==> src/utx_pkg.sv <==
// shared constants and types of the usb function transmit engine
package utx_pkg;
  // ==========================================================
  // register map (byte addresses, one aligned word each)
  localparam logic [7:0] ADDR_FUNC_ADDR = 8'h00;
  localparam logic [7:0] ADDR_TX_CTRL = 8'h04;
  localparam logic [7:0] ADDR_TXDATA = 8'h08;
  localparam logic [7:0] ADDR_TXCNT = 8'h0C;
  localparam logic [7:0] ADDR_TXSTAT = 8'h10;
  localparam logic [7:0] ADDR_INTSTAT = 8'h14;
  localparam logic [7:0] ADDR_INTMASK = 8'h18;
  localparam logic [7:0] ADDR_DEVCTL = 8'h1C;
  // ==========================================================
  // field positions and reset values
  localparam int TXCTL_ISO_BIT = 3;
  localparam int TXCTL_AUTO_BIT = 2;
  localparam int TXCTL_ADV_BIT = 1;
  localparam int TXCTL_REV_BIT = 0;
  localparam int INT_DONE_BIT = 0;
  localparam int INT_SOF_BIT = 1;
  localparam logic [6:0] FUNC_ADDR_RESET = 7'h00;
  // ==========================================================
  // fifo and timing
  localparam int FIFO_DEPTH = 64;
  localparam int FIFO_AW = 6;
  localparam int CLK_MHZ = 200;
  localparam int HS_TIMEOUT_NS = 1500;
  localparam int HS_TIMEOUT_CYC = (HS_TIMEOUT_NS * CLK_MHZ) / 1000;
  // ==========================================================
  // packet identifiers and bus responses
  localparam logic [3:0] PID_IN = 4'h9;
  localparam logic [3:0] PID_DATA0 = 4'h3;
  localparam logic [3:0] PID_DATA1 = 4'hB;
  localparam logic [3:0] PID_ACK = 4'h2;
  localparam logic [3:0] PID_NAK = 4'hA;
  localparam logic [1:0] RESP_OKAY = 2'h0;
  localparam logic [1:0] RESP_SLVERR = 2'h2;

  typedef enum logic [2:0] {
    UTX_UNENUM,
    UTX_IDLE,
    UTX_SEND_DATA,
    UTX_SEND_NAK,
    UTX_WAIT_HS
  } utx_state_type;

  // pid byte with its check nibble
  function automatic logic [7:0] pid_byte(input logic [3:0] pid);
    pid_byte = {~pid, pid};
  endfunction
endpackage
==> src/utx_fifo_if.sv <==
// carrier between the transmit engine and its fifo
`timescale 1ns/1ps
interface utx_fifo_if;
  logic push;
  logic [7:0] push_data;
  logic pop;
  logic advance;
  logic reverse;
  logic [7:0] rd_data;
  logic empty;
  logic full;
  modport engine(output push, output push_data, output pop, output advance,
                 output reverse, input rd_data, input empty, input full);
  modport store(input push, input push_data, input pop, input advance,
                input reverse, output rd_data, output empty, output full);
endinterface

==> src/utx_engine.sv <==
// usb function transmit engine with axi4-lite registers
//
// Design decisions made here: the AXI4-Lite slave port and the address map.
`timescale 1ns/1ps
// What this block does
// - After reset: unenumerated state, function address zero.
// - After enumeration go idle; stay idle when no transaction runs.
// - Handle only IN tokens whose address equals the function address.
// - Hold loaded fifo data until a valid IN token, then send it.
// - Non-iso: answer a valid IN token with NAK when no packet is ready; iso sends nothing.
// - Host handshake after non-iso data raises transmit-done interrupt.
// - Transmit-done raised on ack or error; status tells them apart.
// - Iso: no handshake awaited, no transmit-done; start-of-frame paces.
// - Iso transaction status updates at frame end, not packet end.
// - At most one iso packet per frame.
// - Control bit 3 selects iso (1) or non-iso (0).
// - Non-iso only: handshake decides whether data sequence bit toggles.
// - Control bit 2 selects automatic or firmware marker/pointer handling.
// - Manual mode: advance-marker and reverse-pointer bits move them.
// - Failed iso transfers not retried; failed non-iso may repeat.
// - Start-of-frame raises the transmit preparation interrupt.
// - Non-iso end: transmit status updated from host handshake.
module utx_engine (
  input wire logic aclk, // clock, 200 MHz
  input wire logic aresetn, // synchronous reset, active low
  input wire logic [7:0] awaddr, // write address
  input wire logic awvalid, // write address valid
  output logic awready, // write address ready
  input wire logic [31:0] wdata, // write data
  input wire logic [3:0] wstrb, // write byte strobes
  input wire logic wvalid, // write data valid
  output logic wready, // write data ready
  output logic [1:0] bresp, // write response
  output logic bvalid, // write response valid
  input wire logic bready, // write response ready
  input wire logic [7:0] araddr, // read address
  input wire logic arvalid, // read address valid
  output logic arready, // read address ready
  output logic [31:0] rdata, // read data
  output logic [1:0] rresp, // read response
  output logic rvalid, // read data valid
  input wire logic rready, // read data ready
  output logic irq, // level interrupt
  input wire logic token_valid, // decoded token pulse
  input wire logic [3:0] token_pid, // token pid
  input wire logic [6:0] token_addr, // token address field
  input wire logic sof_valid, // start-of-frame pulse
  input wire logic hs_valid, // received handshake pulse
  input wire logic [3:0] hs_pid, // received handshake pid
  input wire logic hs_error, // handshake packet had an error
  output logic tx_valid, // transmit byte valid
  output logic [7:0] tx_byte, // transmit byte
  output logic tx_last, // last byte of packet
  input wire logic tx_ready // serializer takes byte
);
  typedef struct packed {
    utx_pkg::utx_state_type state;
    logic [6:0] func_addr;
    logic iso_sel;
    logic auto_mode;
    logic enum_done;
    logic [6:0] pkt_len;
    logic pkt_ready;
    logic toggle;
    logic acked;
    logic tx_err;
    logic iso_sent;
    logic iso_pending;
    logic frame_used;
    logic [1:0] int_stat;
    logic [1:0] int_mask;
    logic [8:0] hs_cnt;
    logic [6:0] remaining;
    logic tx_valid;
    logic [7:0] tx_byte;
    logic tx_last;
    logic awready;
    logic wready;
    logic aw_got;
    logic w_got;
    logic [7:0] aw_addr;
    logic [31:0] w_data;
    logic [3:0] w_strb;
    logic bvalid;
    logic [1:0] bresp;
    logic arready;
    logic rvalid;
    logic [31:0] rdata;
    logic [1:0] rresp;
    logic irq;
  } utx_engine_state_type;

  utx_engine_state_type s;
  utx_engine_state_type n;
  utx_fifo_if fif();
  logic wr_fire;
  logic rd_fire;
  logic clr_int;
  logic done_evt;
  logic sof_evt;
  logic listening;
  logic token_ok;
  logic taken;
  utx_pkg::utx_state_type home;

  utx_fifo u_fifo (
    .aclk(aclk),
    .aresetn(aresetn),
    .fif(fif)
  );

  always_comb begin
    n = s;
    fif.push = 1'b0;
    fif.push_data = s.w_data[7:0];
    fif.pop = 1'b0;
    fif.advance = 1'b0;
    fif.reverse = 1'b0;
    clr_int = 1'b0;
    done_evt = 1'b0;
    sof_evt = 1'b0;
    // ========================================================
    // register bus: write channel
    if (awvalid && s.awready) begin
      n.aw_got = 1'b1;
      n.aw_addr = awaddr;
    end
    if (wvalid && s.wready) begin
      n.w_got = 1'b1;
      n.w_data = wdata;
      n.w_strb = wstrb;
    end
    if (s.bvalid && bready) begin
      n.bvalid = 1'b0;
    end
    wr_fire = s.aw_got && s.w_got && !s.bvalid;
    if (wr_fire) begin
      n.aw_got = 1'b0;
      n.w_got = 1'b0;
      n.bvalid = 1'b1;
      n.bresp = utx_pkg::RESP_OKAY;
      case (s.aw_addr)
        utx_pkg::ADDR_FUNC_ADDR: begin
          if (s.w_strb[0]) begin
            n.func_addr = s.w_data[6:0];
          end
        end
        utx_pkg::ADDR_TX_CTRL: begin
          if (s.w_strb[0]) begin
            n.iso_sel = s.w_data[utx_pkg::TXCTL_ISO_BIT];
            n.auto_mode = s.w_data[utx_pkg::TXCTL_AUTO_BIT];
            // register bits move marker and pointer only when firmware owns them
            fif.advance = !s.auto_mode && s.w_data[utx_pkg::TXCTL_ADV_BIT];
            fif.reverse = !s.auto_mode && s.w_data[utx_pkg::TXCTL_REV_BIT];
          end
        end
        utx_pkg::ADDR_TXDATA: begin
          fif.push = s.w_strb[0];
        end
        utx_pkg::ADDR_TXCNT: begin
          if (s.w_strb[0]) begin
            n.pkt_len = s.w_data[6:0];
            n.pkt_ready = 1'b1;
          end
        end
        utx_pkg::ADDR_TXSTAT, utx_pkg::ADDR_INTSTAT: begin
        end
        utx_pkg::ADDR_INTMASK: begin
          if (s.w_strb[0]) begin
            n.int_mask = s.w_data[1:0];
          end
        end
        utx_pkg::ADDR_DEVCTL: begin
          if (s.w_strb[0]) begin
            n.enum_done = s.w_data[0];
          end
        end
        default: begin
          n.bresp = utx_pkg::RESP_SLVERR;
        end
      endcase
    end
    n.awready = !n.aw_got && !n.bvalid;
    n.wready = !n.w_got && !n.bvalid;
    // ========================================================
    // register bus: read channel
    if (s.rvalid && rready) begin
      n.rvalid = 1'b0;
    end
    rd_fire = arvalid && s.arready;
    if (rd_fire) begin
      n.rvalid = 1'b1;
      n.rresp = utx_pkg::RESP_OKAY;
      n.rdata = 32'h00000000;
      case (araddr)
        utx_pkg::ADDR_FUNC_ADDR: n.rdata[6:0] = s.func_addr;
        utx_pkg::ADDR_TX_CTRL: begin
          n.rdata[utx_pkg::TXCTL_ISO_BIT] = s.iso_sel;
          n.rdata[utx_pkg::TXCTL_AUTO_BIT] = s.auto_mode;
        end
        utx_pkg::ADDR_TXDATA: n.rdata = 32'h00000000;
        utx_pkg::ADDR_TXCNT: n.rdata[7:0] = {s.pkt_ready, s.pkt_len};
        utx_pkg::ADDR_TXSTAT: begin
          n.rdata[8:0] = {fif.full, fif.empty, 3'(s.state), s.iso_sent, s.toggle,
                          s.tx_err, s.acked};
        end
        utx_pkg::ADDR_INTSTAT: begin
          n.rdata[1:0] = s.int_stat;
          clr_int = 1'b1;
        end
        utx_pkg::ADDR_INTMASK: n.rdata[1:0] = s.int_mask;
        utx_pkg::ADDR_DEVCTL: n.rdata[0] = s.enum_done;
        default: n.rresp = utx_pkg::RESP_SLVERR;
      endcase
    end
    n.arready = !n.rvalid;
    // ========================================================
    // frame pacing
    if (sof_valid) begin
      sof_evt = 1'b1;
      n.frame_used = 1'b0;
      n.iso_sent = s.iso_pending;
      n.iso_pending = 1'b0;
    end
    // ========================================================
    // transaction sequencer
    home = s.enum_done ? utx_pkg::UTX_IDLE : utx_pkg::UTX_UNENUM;
    listening = (s.state == utx_pkg::UTX_UNENUM) || (s.state == utx_pkg::UTX_IDLE);
    token_ok = token_valid && (token_pid == utx_pkg::PID_IN)
               && (token_addr == s.func_addr);
    taken = s.tx_valid && tx_ready;
    case (s.state)
      utx_pkg::UTX_UNENUM, utx_pkg::UTX_IDLE: begin
        if (token_ok) begin
          if (s.iso_sel) begin
            if (s.pkt_ready && !s.frame_used) begin
              n.frame_used = 1'b1;
              n.state = utx_pkg::UTX_SEND_DATA;
              n.tx_valid = 1'b1;
              n.tx_byte = utx_pkg::pid_byte(utx_pkg::PID_DATA0);
              n.tx_last = (s.pkt_len == 7'h00);
              n.remaining = s.pkt_len;
            end
          end else if (s.pkt_ready) begin
            n.state = utx_pkg::UTX_SEND_DATA;
            n.tx_valid = 1'b1;
            n.tx_byte = utx_pkg::pid_byte(s.toggle ? utx_pkg::PID_DATA1 : utx_pkg::PID_DATA0);
            n.tx_last = (s.pkt_len == 7'h00);
            n.remaining = s.pkt_len;
          end else begin
            n.state = utx_pkg::UTX_SEND_NAK;
            n.tx_valid = 1'b1;
            n.tx_byte = utx_pkg::pid_byte(utx_pkg::PID_NAK);
            n.tx_last = 1'b1;
          end
        end else begin
          n.state = home;
        end
      end
      utx_pkg::UTX_SEND_DATA: begin
        if (taken && s.tx_last) begin
          n.tx_valid = 1'b0;
          n.tx_last = 1'b0;
          if (s.iso_sel) begin
            // no handshake; packet is gone whatever happened to it
            n.pkt_ready = 1'b0;
            n.iso_pending = 1'b1;
            fif.advance = s.auto_mode;
            n.state = home;
          end else begin
            n.hs_cnt = 9'h000;
            n.state = utx_pkg::UTX_WAIT_HS;
          end
        end else if (taken) begin
          n.tx_byte = fif.rd_data;
          fif.pop = 1'b1;
          n.tx_last = (s.remaining == 7'h01);
          n.remaining = s.remaining - 7'h01;
        end
      end
      utx_pkg::UTX_SEND_NAK: begin
        if (taken) begin
          n.tx_valid = 1'b0;
          n.tx_last = 1'b0;
          n.state = home;
        end
      end
      utx_pkg::UTX_WAIT_HS: begin
        n.hs_cnt = s.hs_cnt + 9'h001;
        if (hs_valid && (hs_pid == utx_pkg::PID_ACK) && !hs_error) begin
          done_evt = 1'b1;
          n.acked = 1'b1;
          n.tx_err = 1'b0;
          n.toggle = !s.toggle;
          n.pkt_ready = 1'b0;
          fif.advance = s.auto_mode;
          n.state = home;
        end else if (hs_valid || (s.hs_cnt == 9'(utx_pkg::HS_TIMEOUT_CYC - 1))) begin
          done_evt = 1'b1;
          n.acked = 1'b0;
          n.tx_err = 1'b1;
          // packet stays ready and, in automatic mode, pointer rewinds so the host can retry
          fif.reverse = s.auto_mode;
          n.state = home;
        end
      end
      default: begin
        n.state = utx_pkg::UTX_UNENUM;
      end
    endcase
    // ========================================================
    // interrupts: a new event wins over the read clear
    n.int_stat = (clr_int ? 2'h0 : s.int_stat)
                 | {sof_evt, done_evt};
    n.irq = |(n.int_stat & n.int_mask);
  end

  always_ff @(posedge aclk) begin
    if (!aresetn) begin
      s <= '0;
    end else begin
      s <= n;
    end
  end

  assign awready = s.awready;
  assign wready = s.wready;
  assign bresp = s.bresp;
  assign bvalid = s.bvalid;
  assign arready = s.arready;
  assign rdata = s.rdata;
  assign rresp = s.rresp;
  assign rvalid = s.rvalid;
  assign irq = s.irq;
  assign tx_valid = s.tx_valid;
  assign tx_byte = s.tx_byte;
  assign tx_last = s.tx_last;
endmodule // utx_engine

==> src/utx_fifo.sv <==
// transmit fifo with read pointer and read marker
`timescale 1ns/1ps
module utx_fifo (
  input wire logic aclk, // clock
  input wire logic aresetn, // synchronous reset, active low
  utx_fifo_if.store fif // engine side
);
  typedef struct packed {
    logic [6:0] wr_ptr;
    logic [6:0] rd_ptr;
    logic [6:0] marker;
  } utx_fifo_state_type;

  utx_fifo_state_type s;
  utx_fifo_state_type n;
  logic [7:0] mem [0:utx_pkg::FIFO_DEPTH-1];

  // ==========================================================
  // flags; bytes behind the marker stay held until released
  assign fif.rd_data = mem[s.rd_ptr[utx_pkg::FIFO_AW-1:0]];
  assign fif.empty = (s.rd_ptr == s.wr_ptr);
  assign fif.full = ((s.wr_ptr - s.marker) == 7'(utx_pkg::FIFO_DEPTH));

  always_comb begin
    n = s;
    if (fif.push && !fif.full) begin
      n.wr_ptr = s.wr_ptr + 7'h01;
    end
    if (fif.pop && !fif.empty) begin
      n.rd_ptr = s.rd_ptr + 7'h01;
    end
    if (fif.advance) begin
      n.marker = s.rd_ptr;
    end
    if (fif.reverse) begin
      n.rd_ptr = s.marker;
    end
  end

  always_ff @(posedge aclk) begin
    if (!aresetn) begin
      s <= '0;
    end else begin
      s <= n;
    end
  end

  always_ff @(posedge aclk) begin
    if (fif.push && !fif.full) begin
      mem[s.wr_ptr[utx_pkg::FIFO_AW-1:0]] <= fif.push_data;
    end
  end
endmodule // utx_fifo

==> config.mk <==
export PLATFORM = sky130hd
export DESIGN_NAME = utx_engine
export DESIGN_NICKNAME = d
export VERILOG_FILES = /design/src/utx_pkg.sv /design/src/utx_fifo_if.sv /design/src/utx_engine.sv /design/src/utx_fifo.sv
export SDC_FILE = /design/constraint.sdc
export NUM_CORES = 1
export LEC_CHECK = 0
export BUFFER_PORTS_ARGS = -buffer_cell sky130_fd_sc_hd__buf_2
export CELL_PAD_IN_SITES_DETAIL_PLACEMENT = 1
export CELL_PAD_IN_SITES_GLOBAL_PLACEMENT = 1
export CORE_ASPECT_RATIO = 1.5
export CORE_MARGIN = 8
export CORE_UTILIZATION = 29
export CTS_CLUSTER_DIAMETER = 150
export DETAILED_ROUTE_END_ITERATION = 12
export GPL_TIMING_DRIVEN = 1
export PLACE_DENSITY_LB_ADDON = 0.1
export SYNTH_ARGS = -nofsm -noshare
export SYNTH_HDL_FRONTEND = slang
export SYNTH_SLANG_ARGS = --single-unit
==> constraint.sdc <==
create_clock -name aclk -period 3.61 [get_ports aclk]
set_input_delay 0 -clock aclk [delete_from_list [all_inputs] [get_ports aclk]]
set_output_delay 0 -clock aclk [all_outputs]
set_load 0.02 [all_outputs]
==> results.json <==
{
  "number_of_cells_upsized_or_downsized_after_cts": 0,
  "initial_utilization": 0.292,
  "grt_pass1_vias": 16100,
  "timing.critical_path.required_ns": 4.14,
  "worst_hold_slack_ns": 0.0350,
  "grt_pass1_wl_mm": 113,
  "ys_ff_latch": 632,
  "cts.clk_slew.worst_paths_ns": 0.07,
  "grt_start_max_net_pins": 70,
  "synth_area_sq_mm": 0.0259,
  "grt_use_total": 0.154,
  "r2r_cells": 7,
  "place.port_buffers": 78,
  "synthesis.area_per_instance_sq_um": 16.2,
  "detailedPlace.worstSlack_ns": 0.109,
  "timing.critical_path.to_type": "flop",
  "worst-path-max-fanout": 35,
  "placed_cells": 2862,
  "max_slew_vio_count": 0,
  "insertion_delay_ns": 0.65,
  "antenna_fix_cells": 0,
  "layout-area-overhead-vs-synth_pct": 20.0,
  "ys_dominant_reg_cell": "sky130_fd_sc_hd__edfxtp_1",
  "power_leakage_nw": 10.3,
  "io_pins": 131,
  "cts_buffers": 61,
  "fin_cells": 3049,
  "dpl.hpwl_mm": 51.9,
  "grt_antenna_before_repair": 0,
  "skew_ns": 0.0335,
  "tritonroute_pass_1_iters": 5,
  "maximum_resistive_drop_on_vdd_mv": 0.372,
  "postCtsSetupBuffers": 0,
  "count_of_flip_flops_with_a_built_in_enable_after_synthesis": 512,
  "post_layout_minimum_cycle_time_ns": 3.34,
  "drt-total-wl_mm": 77.3,
  "power.density_mw_per_mm2": 489,
  "layout_common_cells": "512 x sky130_fd_sc_hd__edfxtp_1, 167 x sky130_fd_sc_hd__nor2_1, 145 x sky130_fd_sc_hd__mux4_2, 126 x sky130_fd_sc_hd__buf_4, 108 x sky130_fd_sc_hd__dfxtp_1",
  "fin_area_sq_mm": 0.0311,
  "layout.cells.most_common": "sky130_fd_sc_hd__edfxtp_1",
  "clock-root-buffer": "sky130_fd_sc_hd__clkbuf_16",
  "drt_drc_violations_left": 0,
  "fillerInstances": 9026,
  "nets": 1930,
  "timing_worst_slew_pin_value_ns": 1.20,
  "area_occupied_by_multi_input_gates_sq_mm": 0.00742,
  "via_count": 14800,
  "number_of_drc_markers_after_the_initial_detailed_route_iteration": 869,
  "fmax_ghz": 0.299,
  "crit_arrival_ns": 3.87,
  "die-area_sq_mm": 0.0994,
  "holdCritPathClass": "input pin to flop",
  "std_cell_rows": 134,
  "rr_endpoint": "tx_byte[1]",
  "finalSetupTns_ns": 0,
  "cts.sinks": 632,
  "drtAntennaViolNets": 0,
  "dieHeight_microns": 382,
  "period_share": 0.926,
  "yosys_warning_total": 0,
  "synth_seq_area_share": 0.686,
  "async_reset_ff_frac": 0,
  "final_number_of_setup_violating_endpoints": 0,
  "rsz_0062_raised_after_global_routing": "false",
  "drive_above_1_share": 0.259,
  "critPathKind": "flop to flop",
  "synth.distinct_cells": 74,
  "reg2reg_slack_ns": 0.27,
  "gr-total-overflow": 0,
  "synthesis.instances": 1597,
  "maxCapViolations": 0,
  "outcome": "completed",
  "cts_tree": "done",
  "place.gp.congestion": 0.776,
  "ctsHtreeMaxLevel": 2,
  "setup_slack_ns": 0.268,
  "slew-limit-headroom": 0.199,
  "max-clock-path-buffers": 3,
  "placedInstanceArea_sq_mm": 0.0282,
  "avgViaCountPerCell": 4.85,
  "fp.dieW_microns": 260,
  "floorplan.core_area_sq_mm": 0.0887,
  "timing.critical_path.to": "tx_byte[1]",
  "final-seq-area_sq_mm": 0.0178,
  "cp-start-kind": "flop",
  "cts-hold-fix-buffers": 71,
  "routedWlPerCell_microns": 25.3,
  "final_hold_vios": 0
}
-- per-layer routing --
layer / track usage / vias to the layer above / wire, microns
li1: - / 6629 / -
met1: 0.178 / 7777 / 30000
met2: 0.291 / 281 / 42300
met3: 0.0219 / 107 / 2870
met4: 0.0468 / 0 / 2150
met5: 0 / - / 0
-- area by class of cell --
class	count	area share
tap	1156	0.0465
multi-input combinational	845	0.239
timing repair buffer	281	0.0697
clock buffer	70	0.0508
inverter	19	0.00229
sequential	632	0.573
clock inverter	46	0.0194
-- cells in the mapped netlist, drive strengths merged (7+ instances only) --
cell type | n | area (sq um)
nand3b | 8 | 60.1
nand3 | 32 | 160
clkbuf | 41 | 155
nor3 | 22 | 110
and2 | 11 | 68.8
dfxtp | 120 | 2400
nor2b | 12 | 75.1
mux2 | 8 | 90.1
nand2 | 87 | 327
and3 | 7 | 43.8
a211oi | 11 | 82.6
edfxtp | 512 | 15400
xnor2 | 12 | 105
buf | 84 | 577
xor2 | 18 | 158
nand2b | 14 | 87.6
inv | 19 | 71.3
nor4 | 9 | 62.6
a21oi | 55 | 279
ha | 11 | 138
o21ai | 30 | 154
mux2i | 64 | 641
nor2 | 167 | 627
nand4 | 9 | 56.3
mux4 | 145 | 3270
-- logic make-up (layout without fill, tap and decap cells) --
kind of cell,Yosys count,after routing,share of synthesized area
xor+xnor,30,30,0.0101
compound gates,157,157,0.0397
mux,217,217,0.154
simple gates,405,405,0.0733
buf+inv,144,416,0.0310
other cells,1,25,0.000145
fa+ha+maj,11,11,0.00531
flops,632,632,0.686
-- flip-flops by register name (all words and copies together) (netlist names), named ones only --
| name | count |
|---|---|
| irq | 1 |
| bvalid | 1 |
| u_fifo.s | 21 |
| awready | 1 |
| rvalid | 1 |
| wready | 1 |
| tx_byte | 8 |
| fif.push_data | 8 |
| s | 58 |
| bresp | 1 |
| tx_last | 1 |
| tx_valid | 1 |
| arready | 1 |
| u_fifo.mem | 512 |
| rdata | 9 |
| rresp | 1 |
-- worst max-delay path: stages (launching register included) --
cell and delay (ns):
sky130_fd_sc_hd__dfxtp_4 0.90, sky130_fd_sc_hd__buf_4 0.42, sky130_fd_sc_hd__mux4_2 0.54, sky130_fd_sc_hd__mux4_2 0.47, sky130_fd_sc_hd__nor2b_1 0.18, sky130_fd_sc_hd__a211oi_1 0.45
sky130_fd_sc_hd__buf_4 0.18, sky130_fd_sc_hd__nor4_1 0.04
-- stage by stage --
step,total power (W),util
2_1_floorplan,0.00822,-
3_3_place_gp,0.00833,0.318
3_5_place_dp,0.00834,0.318
4_1_cts,0.0154,0.350
5_1_grt,0.0157,0.350
6_report,0.0152,0.350
-- power by group --
part	leakage [nW]	internal (W)	switching, W
logic	3.49	0.000106	0.000190
clock network	1.05	0.00403	0.00294
registers	5.76	0.00787	0.0000607
-- how the worst min path moves through the flow --
stage	end	cells past startpoint	from	slack [ns]
after floorplan	s[117]	2	sof_valid	0.13
after global placement	fif.push_data[4]	3	wdata[4]	0.24
after detailed placement	fif.push_data[5]	3	wdata[5]	0.25
after CTS	s[144]	5	hs_valid	0.02
after global routing	s[121]	5	hs_pid[0]	0.09
final	s[144]	5	hs_valid	0.04
Power figures use the tool's default switching activity.
